### src/pkg/caa_pkg.sv
// package: constants, types and mode decode for the counter array compare block
package caa_pkg;
  // channel count default
  localparam int NCH_DEF = 6;
  // register byte offsets
  localparam logic [7:0] CTRL_OFS  = 8'h00;
  localparam logic [7:0] STAT_OFS  = 8'h04;
  localparam logic [7:0] CNT_OFS   = 8'h08;
  localparam logic [7:0] CH_BASE   = 8'h10;
  localparam logic [7:0] CH_STRIDE = 8'h10;
  localparam logic [7:0] MODE_OFS  = 8'h00;
  // compare low byte and high byte sit in words of their own, so word-only masters can write them apart
  localparam logic [7:0] CMP_OFS   = 8'h04;
  localparam logic [7:0] CMPH_OFS  = 8'h08;
  // status field positions
  localparam int STAT_COF_BIT = 0;
  localparam int STAT_POF_BIT = 1;
  localparam int STAT_MEF_LSB = 8;
  // reset values
  localparam logic [8:0]  CTRL_RST = 9'h000;
  localparam logic [5:0]  MODE_RST = 6'h00;
  localparam logic [15:0] CMP_RST  = 16'h0000;
  localparam logic [10:0] RLD_RST  = 11'h000;
  // prescaler terminal counts
  localparam logic [3:0] DIV12_LAST = 4'hb;
  localparam logic [3:0] DIV4_LAST  = 4'h3;
  // timebase select codes
  localparam logic [2:0] TB_DIV12 = 3'h0;
  localparam logic [2:0] TB_DIV4  = 3'h1;
  localparam logic [2:0] TB_SYS   = 3'h4;
  // cycle length select code for 8-bit cycles
  localparam logic [1:0] CLSEL_8 = 2'h0;

  typedef struct packed {
    logic       reload_access_select;
    logic [1:0] cycle_length_select;
    logic       partial_irq_enable;
    logic       overflow_irq_enable;
    logic [2:0] timebase_select;
    logic       run;
  } caa_ctrl_type;

  typedef struct packed {
    logic wide_pulse_enable;
    logic compare_enable;
    logic match_flag_enable;
    logic toggle_enable;
    logic pulse_mode_enable;
    logic module_irq_enable;
  } caa_mode_type;

  typedef enum {CAA_OFF, CAA_SWT, CAA_HSO, CAA_FRQ, CAA_PWM8, CAA_PWMN, CAA_PWM16} caa_op_type;

  // operating mode from channel mode bits and the shared cycle length
  function automatic caa_op_type caa_decode(input caa_mode_type m, input logic [1:0] cl);
    if (m.pulse_mode_enable && m.toggle_enable) return CAA_FRQ;
    if (m.pulse_mode_enable && m.wide_pulse_enable) return CAA_PWM16;
    if (m.pulse_mode_enable) return (cl == CLSEL_8) ? CAA_PWM8 : CAA_PWMN;
    if (m.toggle_enable && m.match_flag_enable) return CAA_HSO;
    if (m.match_flag_enable) return CAA_SWT;
    return CAA_OFF;
  endfunction

  // mask of the low n counter bits for the shared cycle length
  function automatic logic [10:0] caa_nmask(input logic [1:0] cl);
    case (cl)
      2'h0:    return 11'h0ff;
      2'h1:    return 11'h1ff;
      2'h2:    return 11'h3ff;
      default: return 11'h7ff;
    endcase
  endfunction
endpackage

### src/core/caa_compare_pwm.sv
// counter array compare, toggle and pwm channels behind an ahb-lite slave
`timescale 1ns/1ps
`default_nettype none
module caa_compare_pwm #(
  parameter int NCH = caa_pkg::NCH_DEF
) (
  // clock and reset
  input  wire logic            hclk,
  input  wire logic            hresetn,
  // ahb-lite slave
  input  wire logic            hsel,
  input  wire logic [31:0]     haddr,
  input  wire logic [1:0]      htrans,
  input  wire logic            hwrite,
  input  wire logic [2:0]      hsize,
  input  wire logic            hready,
  input  wire logic [31:0]     hwdata,
  output logic                 hreadyout,
  output logic                 hresp,
  output logic [31:0]          hrdata,
  // external timebase pin
  input  wire logic            ext_tick_pin,
  // channel pins and interrupt request
  output logic [NCH-1:0]       channel_output_pin,
  output logic                 irq
);

  caa_pkg::caa_ctrl_type ctrl;
  caa_pkg::caa_mode_type mode [NCH];
  caa_pkg::caa_op_type   op [NCH];
  logic [15:0]           cmp [NCH];
  logic [15:0]           next_cmp [NCH];
  logic [10:0]           rld [NCH];
  logic [NCH-1:0]        next_out;
  logic [NCH-1:0]        set_evt;
  logic [NCH-1:0]        m16;
  logic [NCH-1:0]        sw_lo;
  logic [NCH-1:0]        sw_hi;
  logic [NCH-1:0]        sw_mode;
  logic [NCH-1:0]        module_event_flag;
  logic [NCH-1:0]        clr_evt;
  logic [15:0]           cnt;
  logic [15:0]           ncnt;
  logic [3:0]            pre;
  logic                  tick;
  logic                  ovf16;
  logic                  lovf;
  logic                  povf;
  logic [10:0]           nmask;
  logic                  counter_overflow_flag;
  logic                  partial_overflow_flag;
  logic                  s1;
  logic                  s2;
  logic                  s3;
  logic                  ext_lvl;
  logic                  ext_fall;
  logic                  take;
  logic                  wr_q;
  logic [7:0]            addr_q;
  logic [3:0]            be_q;
  logic [31:0]           next_rdata;

  // byte lanes of a transfer from size and low address bits
  function automatic logic [3:0] lanes(input logic [2:0] sz, input logic [1:0] a);
    case (sz)
      3'h0:    return 4'(4'h1 << a);
      3'h1:    return a[1] ? 4'hc : 4'h3;
      default: return 4'hf;
    endcase
  endfunction

  // byte address of a channel register
  function automatic logic [7:0] ch_addr(input int n, input logic [7:0] ofs);
    return 8'(caa_pkg::CH_BASE + n * caa_pkg::CH_STRIDE + ofs);
  endfunction

  // zero wait state slave, always okay
  assign hreadyout = 1'b1;
  assign hresp     = 1'b0;
  assign take      = hsel && htrans[1] && hready;

  // address phase capture
  always_ff @(posedge hclk or negedge hresetn) begin
    if (!hresetn) begin
      wr_q   <= 1'b0;
      addr_q <= 8'h00;
      be_q   <= 4'h0;
    end else begin
      wr_q   <= take && hwrite;
      addr_q <= haddr[7:0];
      be_q   <= lanes(hsize, haddr[1:0]);
    end
  end

  // read mux, looked up in the address phase so hrdata is a flop
  always_comb begin
    next_rdata = 32'h0000_0000;
    case (haddr[7:0])
      caa_pkg::CTRL_OFS: next_rdata = {23'h0, ctrl};
      caa_pkg::STAT_OFS: begin
        next_rdata[caa_pkg::STAT_COF_BIT] = counter_overflow_flag;
        next_rdata[caa_pkg::STAT_POF_BIT] = partial_overflow_flag;
        next_rdata[caa_pkg::STAT_MEF_LSB +: NCH] = module_event_flag;
      end
      caa_pkg::CNT_OFS: next_rdata = {16'h0, cnt};
      default: ;
    endcase
    for (int n = 0; n < NCH; n++) begin
      if (haddr[7:0] == ch_addr(n, caa_pkg::MODE_OFS)) next_rdata = {26'h0, mode[n]};
      if (haddr[7:0] == ch_addr(n, caa_pkg::CMP_OFS) || haddr[7:0] == ch_addr(n, caa_pkg::CMPH_OFS)) begin
        next_rdata = ctrl.reload_access_select ? {21'h0, rld[n]} : {16'h0, cmp[n]};
      end
    end
  end

  // read data register; unmapped addresses read zero
  always_ff @(posedge hclk or negedge hresetn) begin
    if (!hresetn) hrdata <= 32'h0000_0000;
    else if (take && !hwrite) hrdata <= next_rdata;
  end

  // data phase write strobes per channel
  always_comb begin
    for (int n = 0; n < NCH; n++) begin
      sw_mode[n] = wr_q && be_q[0] && addr_q == ch_addr(n, caa_pkg::MODE_OFS);
      sw_lo[n]   = wr_q && be_q[0] && addr_q == ch_addr(n, caa_pkg::CMP_OFS);
      sw_hi[n]   = wr_q && be_q[0] && addr_q == ch_addr(n, caa_pkg::CMPH_OFS);
    end
  end

  // global control register
  always_ff @(posedge hclk or negedge hresetn) begin
    if (!hresetn) ctrl <= caa_pkg::CTRL_RST;
    else if (wr_q && addr_q == caa_pkg::CTRL_OFS) begin
      if (be_q[0]) ctrl[7:0] <= hwdata[7:0];
      if (be_q[1]) ctrl[8] <= hwdata[8];
    end
  end

  // external timebase: three flops, a falling level counts once s2 and s3 agree low
  always_ff @(posedge hclk or negedge hresetn) begin
    if (!hresetn) begin
      s1      <= 1'b1;
      s2      <= 1'b1;
      s3      <= 1'b1;
      ext_lvl <= 1'b1;
    end else begin
      s1 <= ext_tick_pin;
      s2 <= s1;
      s3 <= s2;
      if (s2 == s3) ext_lvl <= s3;
    end
  end
  assign ext_fall = ext_lvl && (s2 == s3) && !s3;

  // prescaler for the divided system clock timebases
  always_ff @(posedge hclk or negedge hresetn) begin
    if (!hresetn) pre <= 4'h0;
    else if (!ctrl.run) pre <= 4'h0;
    else if (ctrl.timebase_select == caa_pkg::TB_DIV4 && pre == caa_pkg::DIV4_LAST) pre <= 4'h0;
    else if (pre == caa_pkg::DIV12_LAST) pre <= 4'h0;
    else pre <= pre + 4'h1;
  end

  // timebase tick selection
  always_comb begin
    case (ctrl.timebase_select)
      caa_pkg::TB_DIV12: tick = ctrl.run && pre == caa_pkg::DIV12_LAST;
      caa_pkg::TB_DIV4:  tick = ctrl.run && pre == caa_pkg::DIV4_LAST;
      caa_pkg::TB_SYS:   tick = ctrl.run;
      default:           tick = ctrl.run && ext_fall; // other sources arrive on the pin
    endcase
  end

  // shared counter and its overflow points
  assign ncnt  = cnt + 16'h0001;
  assign nmask = caa_pkg::caa_nmask(ctrl.cycle_length_select);
  assign ovf16 = tick && cnt == 16'hffff;
  assign lovf  = tick && cnt[7:0] == 8'hff;
  assign povf  = tick && (cnt[10:0] & nmask) == nmask;

  always_ff @(posedge hclk or negedge hresetn) begin
    if (!hresetn) cnt <= 16'h0000;
    else if (tick) cnt <= ncnt;
  end

  // per channel compare, toggle and pwm next state
  always_comb begin
    logic [7:0]  eff8;
    logic [10:0] effn;
    logic        hit;
    logic        en;
    eff8 = 8'h00;
    effn = 11'h000;
    hit  = 1'b0;
    en   = 1'b0;
    for (int n = 0; n < NCH; n++) begin
      op[n]       = caa_pkg::caa_decode(mode[n], ctrl.cycle_length_select);
      en          = mode[n].compare_enable;
      m16[n]      = tick && ncnt == cmp[n];
      next_cmp[n] = cmp[n];
      next_out[n] = channel_output_pin[n];
      set_evt[n]  = 1'b0;
      case (op[n])
        caa_pkg::CAA_SWT: set_evt[n] = en && m16[n];
        caa_pkg::CAA_HSO: begin
          // a cleared compare enable leaves the pin where it is
          if (en && m16[n]) next_out[n] = !channel_output_pin[n];
          set_evt[n] = en && m16[n];
        end
        caa_pkg::CAA_FRQ: begin
          // 8-bit add wraps, so a zero high byte gives 256 ticks
          if (en && tick && ncnt[7:0] == cmp[n][7:0]) begin
            next_out[n]      = !channel_output_pin[n];
            next_cmp[n][7:0] = cmp[n][7:0] + cmp[n][15:8];
          end
          set_evt[n] = en && mode[n].match_flag_enable && m16[n];
        end
        caa_pkg::CAA_PWM8: begin
          eff8 = lovf ? cmp[n][15:8] : cmp[n][7:0];
          if (lovf) next_cmp[n][7:0] = cmp[n][15:8];
          hit = tick && ncnt[7:0] == eff8;
          // match beats overflow so a zero reload gives full duty
          if (!en) next_out[n] = 1'b0;
          else if (hit) next_out[n] = 1'b1;
          else if (lovf) next_out[n] = 1'b0;
          set_evt[n] = en && mode[n].match_flag_enable && hit;
        end
        caa_pkg::CAA_PWMN: begin
          effn = povf ? rld[n] : cmp[n][10:0];
          if (povf) next_cmp[n] = {5'h00, rld[n]};
          hit = tick && (ncnt[10:0] & nmask) == (effn & nmask);
          if (!en) next_out[n] = 1'b0;
          else if (hit) next_out[n] = 1'b1;
          else if (povf) next_out[n] = 1'b0;
          set_evt[n] = en && mode[n].match_flag_enable && hit;
        end
        caa_pkg::CAA_PWM16: begin
          if (!en) next_out[n] = 1'b0;
          else if (m16[n]) next_out[n] = 1'b1;
          else if (ovf16) next_out[n] = 1'b0;
          set_evt[n] = en && mode[n].match_flag_enable && m16[n];
        end
        default: ;
      endcase
    end
  end

  // channel mode, compare and reload registers; software beats hardware updates
  always_ff @(posedge hclk or negedge hresetn) begin
    if (!hresetn) begin
      for (int n = 0; n < NCH; n++) begin
        mode[n] <= caa_pkg::MODE_RST;
        cmp[n]  <= caa_pkg::CMP_RST;
        rld[n]  <= caa_pkg::RLD_RST;
      end
    end else begin
      for (int n = 0; n < NCH; n++) begin
        if (sw_mode[n]) mode[n] <= hwdata[5:0];
        if (sw_lo[n] || sw_hi[n]) begin
          if (ctrl.reload_access_select) begin
            if (sw_lo[n]) rld[n][7:0] <= hwdata[7:0];
            if (sw_hi[n]) rld[n][10:8] <= hwdata[2:0];
          end else begin
            if (sw_lo[n]) cmp[n][7:0] <= hwdata[7:0];
            if (sw_hi[n]) cmp[n][15:8] <= hwdata[7:0];
          end
          // low and high bytes have separate addresses, so only one strobe fires per write
          mode[n].compare_enable <= sw_hi[n];
        end else begin
          cmp[n] <= next_cmp[n];
        end
      end
    end
  end

  // channel pins come straight from flops
  always_ff @(posedge hclk or negedge hresetn) begin
    if (!hresetn) channel_output_pin <= '0;
    else channel_output_pin <= next_out;
  end

  // status flags: write one to clear, a set in the same cycle wins
  assign clr_evt = (wr_q && addr_q == caa_pkg::STAT_OFS && be_q[1]) ?
                   hwdata[caa_pkg::STAT_MEF_LSB +: NCH] : '0;

  always_ff @(posedge hclk or negedge hresetn) begin
    if (!hresetn) begin
      module_event_flag     <= '0;
      counter_overflow_flag <= 1'b0;
      partial_overflow_flag <= 1'b0;
    end else begin
      module_event_flag <= (module_event_flag & ~clr_evt) | set_evt;
      if (ovf16) counter_overflow_flag <= 1'b1;
      else if (wr_q && addr_q == caa_pkg::STAT_OFS && be_q[0] && hwdata[caa_pkg::STAT_COF_BIT])
        counter_overflow_flag <= 1'b0;
      if (povf) partial_overflow_flag <= 1'b1;
      else if (wr_q && addr_q == caa_pkg::STAT_OFS && be_q[0] && hwdata[caa_pkg::STAT_POF_BIT])
        partial_overflow_flag <= 1'b0;
    end
  end

  // interrupt request from enabled flags
  always_comb begin
    irq = (counter_overflow_flag && ctrl.overflow_irq_enable)
       || (partial_overflow_flag && ctrl.partial_irq_enable);
    for (int n = 0; n < NCH; n++) begin
      irq = irq || (module_event_flag[n] && mode[n].module_irq_enable);
    end
  end
endmodule // caa_compare_pwm
`default_nettype wire

### config.mk
export PLATFORM = sky130hd
export DESIGN_NAME = caa_compare_pwm
export DESIGN_NICKNAME = d
export VERILOG_FILES = /design/src/pkg/caa_pkg.sv /design/src/core/caa_compare_pwm.sv
export SDC_FILE = /design/constraint.sdc
export NUM_CORES = 1
export LEC_CHECK = 0
export ABC_CLOCK_PERIOD_IN_PS = 3200
export BUFFER_PORTS_ARGS = -buffer_cell sky130_fd_sc_hd__clkbuf_2
export CELL_PAD_IN_SITES_DETAIL_PLACEMENT = 1
export CELL_PAD_IN_SITES_GLOBAL_PLACEMENT = 2
export CORE_ASPECT_RATIO = 1.25
export CORE_MARGIN = 2
export CORE_UTILIZATION = 36
export DETAILED_ROUTE_END_ITERATION = 10
export PLACE_DENSITY = 0.76
export SETUP_SLACK_MARGIN = 0.1
export SYNTH_ARGS = -nofsm -noshare
export SYNTH_HDL_FRONTEND = slang
export SYNTH_SLANG_ARGS = --single-unit
### constraint.sdc
create_clock -name hclk -period 3.2 [get_ports hclk]
set_input_delay 0 -clock hclk [delete_from_list [all_inputs] [get_ports hclk]]
set_output_delay 0 -clock hclk [all_outputs]
set_load 0.05 [all_outputs]
==> summary.md, run 1 <==
| Metric | Value |
|---|---|
| CTS H-tree lvls | `2` |
| Share of cells above drive strength 1 | `29.5%` |
| Layout Skew | `0.0291 ns` |
| Clk root buf | `clkbuf_16` |
| Vias | `22.1k` |
| Critical Setup Path Class | `reg2reg` |
| Slowest cell delay on critical path | `0.44 ns` |
| Fin. Hold Viols | `0` |
| Worst-Skew Late Latency | `0.57 ns` |
| Initial Utilization | `36.3%` |
| Vias per std cell | `6.24` |
| Netlist Area Pre-Place | `roughly 21,000 um^2` |
| EDFF count, synth | `0` |
| Num rows | `between 90 and 100` |
| Pwr dens | `496 nW/um^2` |
| Pins Over Slew Limit | `0` |
| Total chip power | `roughly 14 mW` |
| CTS max path bufs | `3` |
| Num ports | `116` |
| Fmax | `about 0.27 GHz` |
| Post-synthesis async set-or-reset flop share | `100%` |
| RSZ-0062 raised after global routing | `true` |
| Final HPWL DP | `83,500 um` |
| Setup-failing EPs final | `60` |
| Arr. time, crit path | `4.14 ns` |
| Max cap viols | `0` |
| Levels on crit path | `13` |
| IO buf count | `54` |
| Antenna violations before repair | `4` |
| TNS Setup | `-15.49 ns` |
| # DRC | `0` |
| Worst setup EP type | `flip-flop` |
| Gr usage total | `36.5%` |
| Core footprint | `approximately 58,000 um^2` |
| Syn. warnings | `0` |
| Syn avg cell area | `8.84 um^2` |
| Clock slew seen by the registers of the worst setup and hold paths | `0.06 ns` |
| Mapped Cells | `2,390` |
| Crit path time final | `3.71 ns` |
| Nets | `2,878` |
| Largest net degree at the start of global routing | `~110` |
| Top FF cell, synth | `dfrtp_1` |
| Detail Route Antenna Nets | `0` |
| Area of the multi-input gates | `14,400 um^2` |
| Final worst slack | `-0.506 ns` |
| Vias in the first global route | `22.5k` |
| Leak pwr | `between 10 and 15 nW` |
| Failing checks | `negative setup slack` |
| Num Clock Sinks | `272` |
| Tightest slew margin relative to the limit | `29.5%` |
| Placement Setup Slack | `-0.477 ns` |
| Ant diodes | `0` |
| Hold WS | `0.0491 ns` |
| CP Launch Type | `flip-flop` |
| CP max FO | `6` |
| TritonCTS clock tree | `yes` |
| Initial DRC count | `around 2.0k` |
| Distinct cells, synth | `92` |
| Total CTS buffers | `35` |
| Routed wire per std cell | `roughly 32 um` |
| Peak VDD IR | `0.000433 V` |
| Chip height | `275 um` |
| RD Place Congestion | `roughly 1.0` |
| Final Util | `47.7%` |
| Layout area overhead | `31.4%` |
| Cell class contributing the biggest share of worst-path delay | `compound AO/OA/AOI/OAI gates` |
| Tcrit/Tclk final | `116%` |
| Global-route wire length before repair | `159,000 um` |
| Sequential element share of the synthesized area | `32.2%` |
| # fillers | `6,671` |
| Cells along the critical path | `or3b_4 -> a211o_4 -> a2111oi_4 -> buf_6 -> buf_8 -> buf_4 -> mux2i_1 -> xor2_1 -> nor4_2 -> o2111ai_2 -> nand4_1 -> nand3_2 -> mux2_4` |
| Die X | `~220 um` |
| Required @ worst endpoint | `between 3 and 4 ns` |
| Bufs and invs on worst path | `3` |
| First-pass DRT Iterations | `6` |
| Die area | `60,700 um^2` |
| Worst R2R Path Depth | `13` |
| Least-Margin Pin Slew | `1.06 ns` |
| Hold WC Path Type | `in2async` |
| Status | `finished with violations` |
| Storage element area | `~6800 um^2` |
| Total grt overflow | `0` |
| Detailed Route WL | `between 100,000 and 150,000 um` |
| Synthesized flop and latch total | `272` |
| Worst path slowest cell | `a2111oi_4` |
==> placed cells by master, fill, tap and decap left out, types with 30 or more instances in the layout <==
cell type | Yosys | routed
a21oi_1 | 138 | 121
nand2_1 | 270 | 270
clkbuf_16 | 0 | 37
mux2_2 | 128 | 125
xnor2_1 | 131 | 123
buf_12 | 1 | 30
dfrtp_1 | 268 | 267
xor2_1 | 82 | 81
ha_1 | 44 | 43
nand3_1 | 68 | 64
buf_4 | 20 | 349
nor3_1 | 35 | 30
clkbuf_2 | 1 | 53
mux2i_1 | 145 | 123
o21ai_0 | 152 | 131
inv_1 | 50 | 50
nor2_1 | 154 | 138
o211ai_1 | 77 | 77
==> logic make-up after synthesis <==
family	after synthesis	synth area share, %
flops	272	32.2
compound gates	628	19.6
buf+inv	234	4.77
xor+xnor	230	10.6
mux	283	14.4
other cells	2	0.0355
fa+ha+maj	51	3.22
simple gates	690	15.1
==> tightest hold or removal path: cells and delay by family <==
kind                   cells  cell delay [ns]
buffers and inverters      3             0.95
==> report_power, final <==
| group | total (mW) | internal (mW) | switching (mW) |
|---|---|---|---|
| Clock | 4.48 | 2.73 | 1.75 |
| Sequential | 4.08 | 3.67 | 0.403 |
| Combinational | 5.20 | 2.14 | 3.05 |
==> cell type report <==
class	count	area share (%)
Sequential cell	272	24.6
Clock inverter	19	1.04
Clock buffer	43	3.49
Tap cell	757	3.41
Timing Repair Buffer	492	15.0
Multi-Input combinational cell	1901	51.8
Inverter	51	0.690
==> per-layer routing <==
metal  part of all wire [%]  GRT usage (%)  vias up  wire (um)
li1                       -              -     9420          -
met2                     46           59.1      970      51500
met4                    6.5           19.0        6       7340
met1                     40           46.6    11300      45300
met5                  0.031              0        -         35
met3                    7.3           6.33      344       8160
==> path summary, 6_finish.rpt <==
check / endpoint / slack (ns) / startpoint
worst max-delay path: channel_output_pin[1]$_DFFE_PN0P_ / -0.51 / pre[3]$_DFF_PN0_
worst min-delay path: rld[23]$_DFFE_PN0P_ / 0.05 / hresetn
worst max register to register: channel_output_pin[1]$_DFFE_PN0P_ / -0.51 / pre[3]$_DFF_PN0_
worst min register to register: s2$_DFF_PN1_ / 0.36 / s1$_DFF_PN1_
max in group asynchronous: cmp[21]$_DFFE_PN0P_ / 2.37 / hresetn
min in group hclk: s1$_DFF_PN1_ / 0.06 / ext_tick_pin
==> registers in the layout, indices dropped and copies added (netlist names), 4 cells and up <==
register	cells
module_event_flag	6
rld	66
mode	36
channel_output_pin	6
hrdata	16
cnt	16
pre	4
cmp	96
addr_q	8
ctrl	9
==> synth_stat cells, drive strengths merged (11+ instances only) <==
| master | count | area share, % |
|---|---|---|
| a221oi | 23 | 0.98 |
| nand2 | 270 | 4.8 |
| o22ai | 21 | 0.62 |
| a31oi | 32 | 0.95 |
| nand2b | 28 | 0.83 |
| nor4 | 21 | 0.68 |
| ha | 44 | 2.6 |
| mux2i | 145 | 6.9 |
| or3 | 12 | 0.36 |
| buf | 51 | 1.5 |
| inv | 50 | 0.89 |
| clkbuf | 132 | 2.4 |
| xnor2 | 132 | 5.5 |
| nand4 | 25 | 0.74 |
| nand3 | 68 | 1.6 |
| a22o | 13 | 0.54 |
| a211oi | 15 | 0.53 |
| xnor3 | 15 | 1.6 |
| nor2b | 17 | 0.50 |
| o211ai | 77 | 2.7 |
| a21o | 15 | 0.53 |
| nor3 | 35 | 0.83 |
| xor2 | 82 | 3.4 |
| a21oi | 139 | 3.3 |
| dfrtp | 268 | 32 |
| and3 | 18 | 0.53 |
| mux2 | 138 | 7.5 |
| o21ai | 159 | 3.8 |
| a22oi | 19 | 0.67 |
| a2111oi | 11 | 0.60 |
| o221ai | 13 | 0.54 |
| nor2 | 154 | 2.7 |
==> through the flow <==
stage	area, um^2	instances
after global routing	27800	3535
after CTS	27000	3499
after global placement	24600	3381
after detailed placement	24600	3381
final	27800	3535
after floorplan	21300	2406
==> what timing repair did <==
| item | 4_1_cts | 5_1_grt |
|---|---|---|
| gates resized for setup | 126 | 121 |
| setup buffers | 27 | 35 |
| hold endpoints to repair | 287 | 0 |
| gates cloned | 4 | 3 |
| setup endpoints to repair | 91 | 93 |
| hold buffers | 25 | 0 |
| pin swaps | 40 | 63 |
Power figures use the tool's default switching activity.
==> run 2: changes to the inputs <==
- ABC_CLOCK_PERIOD_IN_PS: 3200 -> 3600
- CORE_UTILIZATION: 36 -> 39
- PLACE_DENSITY: 0.76 -> 0.78
- clock period: 3.2 -> 3.6 ns (I/O delays scaled with it)
==> run 2 against run 1 <==
Effect of this change: the flow still finishes with violations (negative setup slack); die area shrank 7.6%; highest routed layer unchanged; cell area is 7.2% lower; setup slack improved by 0.48 ns; sequential share of layout area grew 1.9 points; routed wire length is 5.1% lower; largest power group unchanged; core utilization rose by 0.39 points; clock power is 12% lower.
==> summary.md, run 2 (synthesis gave the netlist of run 1 again) <==
| Metric | Value |
|---|---|
| Status | `finished with violations` |
| Failing checks | `negative setup slack` |
| Leak pwr | `10.5 nW (-8.5%)` |
| Arr. time, crit path | `4.09 ns (-0.05 ns)` |
| Bufs and invs on worst path | `1 (-2)` |
| Chip height | `264 um (-3.9%)` |
| Share of cells above drive strength 1 | `22.8% (-6.8 points)` |
| Placed cells | `3,231 (-4.4%)` |
| Critical Setup Path Class | `reg2reg` |
| Final Util | `48.1% (+0.39 points)` |
| Fmax | `0.276 GHz (+2.3%)` |
| Total CTS buffers | `36 (+2.9%)` |
| Worst path slowest cell | `or4_4` |
| Regs by FF count | `cmp: 96 flops, rld: 66 flops, mode: 36 flops` |
| Routed wire per std cell | `31.8 um (+0.18%)` |
| Top reg by flops | `cmp` |
| TritonCTS clock tree | `yes` |
| Die area | `56,100 um^2 (-7.6%)` |
| Pins Over Slew Limit | `0 (unchanged)` |
| Tightest slew margin relative to the limit | `18.6% (-11 points)` |
| Pwr dens | `458 nW/um^2 (-7.5%)` |
| Max cap viols | `0 (unchanged)` |
| Crit path time final | `3.62 ns (-0.0824 ns)` |
| Worst setup EP type | `flip-flop` |
| Global-route wire length before repair | `152,000 um (-4.7%)` |
| Final std cells w/o fill | `3,350 (-5.2%)` |
| Antenna violations before repair | `2 (-2)` |
| CTS max path bufs | `3 (unchanged)` |
| Hold WS | `0.0330 ns (-0.0161 ns)` |
| Hold WC Path Type | `in2async` |
| Layout Skew | `0.0318 ns (+0.00269 ns)` |
| Core footprint | `53,600 um^2 (-7.9%)` |
| Largest net degree at the start of global routing | `84 (-24%)` |
| Worst-Skew Late Latency | `0.58 ns (about the same)` |
| CP max FO | `4 (-2)` |
| Num rows | `95 (-4.0%)` |
| Layout area overhead | `21.9%` |
| Num ports | `116 (unchanged)` |
| Final HPWL DP | `78,300 um (-6.2%)` |
| Ant diodes | `0 (unchanged)` |
| R2R Path End | `channel_output_pin[0]$_DFFE_PN0P_` |
| Setup-failing EPs final | `1 (-98%)` |
| Placement Setup Slack | `-0.218 ns (+0.259 ns)` |
| Vias | `21.4k (-2.8%)` |
| Cells along the critical path | `or3b_4 -> a211o_4 -> a2111oi_4 -> buf_6 -> mux2i_1 -> xor2_1 -> a31oi_1 -> nand2_1 -> or4_4 -> a41oi_2 -> mux2_4` |
| First-pass DRT Iterations | `5 (-1)` |
| Worst R2R Path Depth | `11 (-2)` |
| RD Place Congestion | `1.03 (-0.31%)` |
| Least-Margin Pin Slew | `1.22 ns (+0.164 ns)` |
| Final worst slack | `-0.0234 ns (+0.482 ns)` |
| Total grt overflow | `0 (unchanged)` |
| Detail Route Antenna Nets | `0 (unchanged)` |
| Crit Reg-Reg Startpoint | `ctrl[3]$_DFFE_PN0P_` |
| Initial Utilization | `39.4% (+3.1 points)` |
| Tcrit/Tclk final | `101% (-15 points)` |
| CP Launch Type | `flip-flop` |
| Most frequent cells in the layout | `269 x nand2_1, 266 x dfrtp_1, 232 x buf_4, 153 x nor2_1, 145 x o21ai_0` |
| Vias in the first global route | `21.6k (-4.3%)` |
| Max FFs per register | `96 (unchanged)` |
| R2r setup slk | `-0.02 ns (+0.48 ns)` |
| Most common cell after layout, fill and taps aside | `nand2_1` |
| Final instance area | `25,800 um^2 (-7.2%)` |
| Clock slew seen by the registers of the worst setup and hold paths | `0.07 ns (about the same)` |
| Required @ worst endpoint | `4.07 ns (+0.44 ns)` |
| Initial DRC count | `1,997 (-1.4%)` |
| Clk root buf | `clkbuf_16` |
| Slowest cell delay on critical path | `0.45 ns (about the same)` |
| Fin. Hold Viols | `0 (unchanged)` |
| IO buf count | `54 (unchanged)` |
| Cell class contributing the biggest share of worst-path delay | `compound AO/OA/AOI/OAI gates` |
| Total chip power | `11.8 mW (-14%)` |
| TNS Setup | `-0.0234 ns (+15.46 ns)` |
| Gr usage total | `37.4% (+0.92 points)` |
| # DRC | `0 (unchanged)` |
| Num Clock Sinks | `272 (unchanged)` |
| Nets | `2,721 (-5.5%)` |
| Vias per std cell | `6.40 (+2.6%)` |
| Placed Area | `23,500 um^2 (-4.5%)` |
| Die X | `212 um (-3.9%)` |
| Peak VDD IR | `0.000418 V (-3.4%)` |
| Detailed Route WL | `107,000 um (-5.1%)` |
| RSZ-0062 raised after global routing | `true` |
| CTS H-tree lvls | `2 (unchanged)` |
-- run 2: metal layers --
metal  global-route usage (%)  wire [um]  share of wire, %
met1                     48.9      43500                41
met2                     59.5      48300                45
met3                     6.85       8350               7.8
met4                     18.1       6520               6.1
met5                        0         13             0.012
-- run 2: how the worst max path moves through the flow --
stage | slack, ns | cells past startpoint | from | end
floorplan | 0.10 | 11 | cnt[1]$_DFFE_PN0N_ | channel_output_pin[0]$_DFFE_PN0P_
finish | -0.02 | 11 | ctrl[3]$_DFFE_PN0P_ | channel_output_pin[0]$_DFFE_PN0P_
global placement | -0.15 | 12 | ctrl[3]$_DFFE_PN0P_ | channel_output_pin[1]$_DFFE_PN0P_
detailed placement | -0.22 | 11 | ctrl[3]$_DFFE_PN0P_ | cmp[52]$_DFFE_PN0P_
CTS | 0.07 | 13 | ctrl[3]$_DFFE_PN0P_ | channel_output_pin[1]$_DFFE_PN0P_
global route | -0.09 | 13 | ctrl[3]$_DFFE_PN0P_ | channel_output_pin[0]$_DFFE_PN0P_
-- run 2: what timing repair did --
| action | 4_1_cts | 5_1_grt |
|---|---|---|
| gates resized for setup | 23 | 80 |
| setup endpoints to repair | 52 | 52 |
| pin swaps | 6 | 22 |
| hold buffers | 22 | 0 |
| endpoints found under the hold margin | 100 | 0 |
| buffers inserted | 7 | 20 |
| cloned | 0 | 5 |
-- run 2: worst reg2reg max path: stages (launching register included) --
cell and delay, ns:
dfrtp_1 0.38, or3b_4 0.41, a211o_4 0.39, a2111oi_4 0.32, buf_6 0.18, mux2i_1 0.22
xor2_1 0.11, a31oi_1 0.38, nand2_1 0.13, or4_4 0.45, a41oi_2 0.23, mux2_4 0.31
-- run 2: report_power, final --
part / switching [mW] / internal [mW] / total, mW / leakage [nW]
registers: 0.417 / 3.26 / 3.68 / 3.11
logic: 2.55 / 1.65 / 4.20 / 6.73
clock network: 1.60 / 2.33 / 3.93 / 0.616
total: 4.56 / 7.25 / 11.8 / 10.5
-- run 2: layout make-up --
type,count,area (um^2)
multi-input combinational,1900,13900
clock inverter,13,160
sequential,272,6820
timing repair buffer,335,2700
inverter,51,191
fill,6184,27800
clock buffer,52,1090
tap,727,910
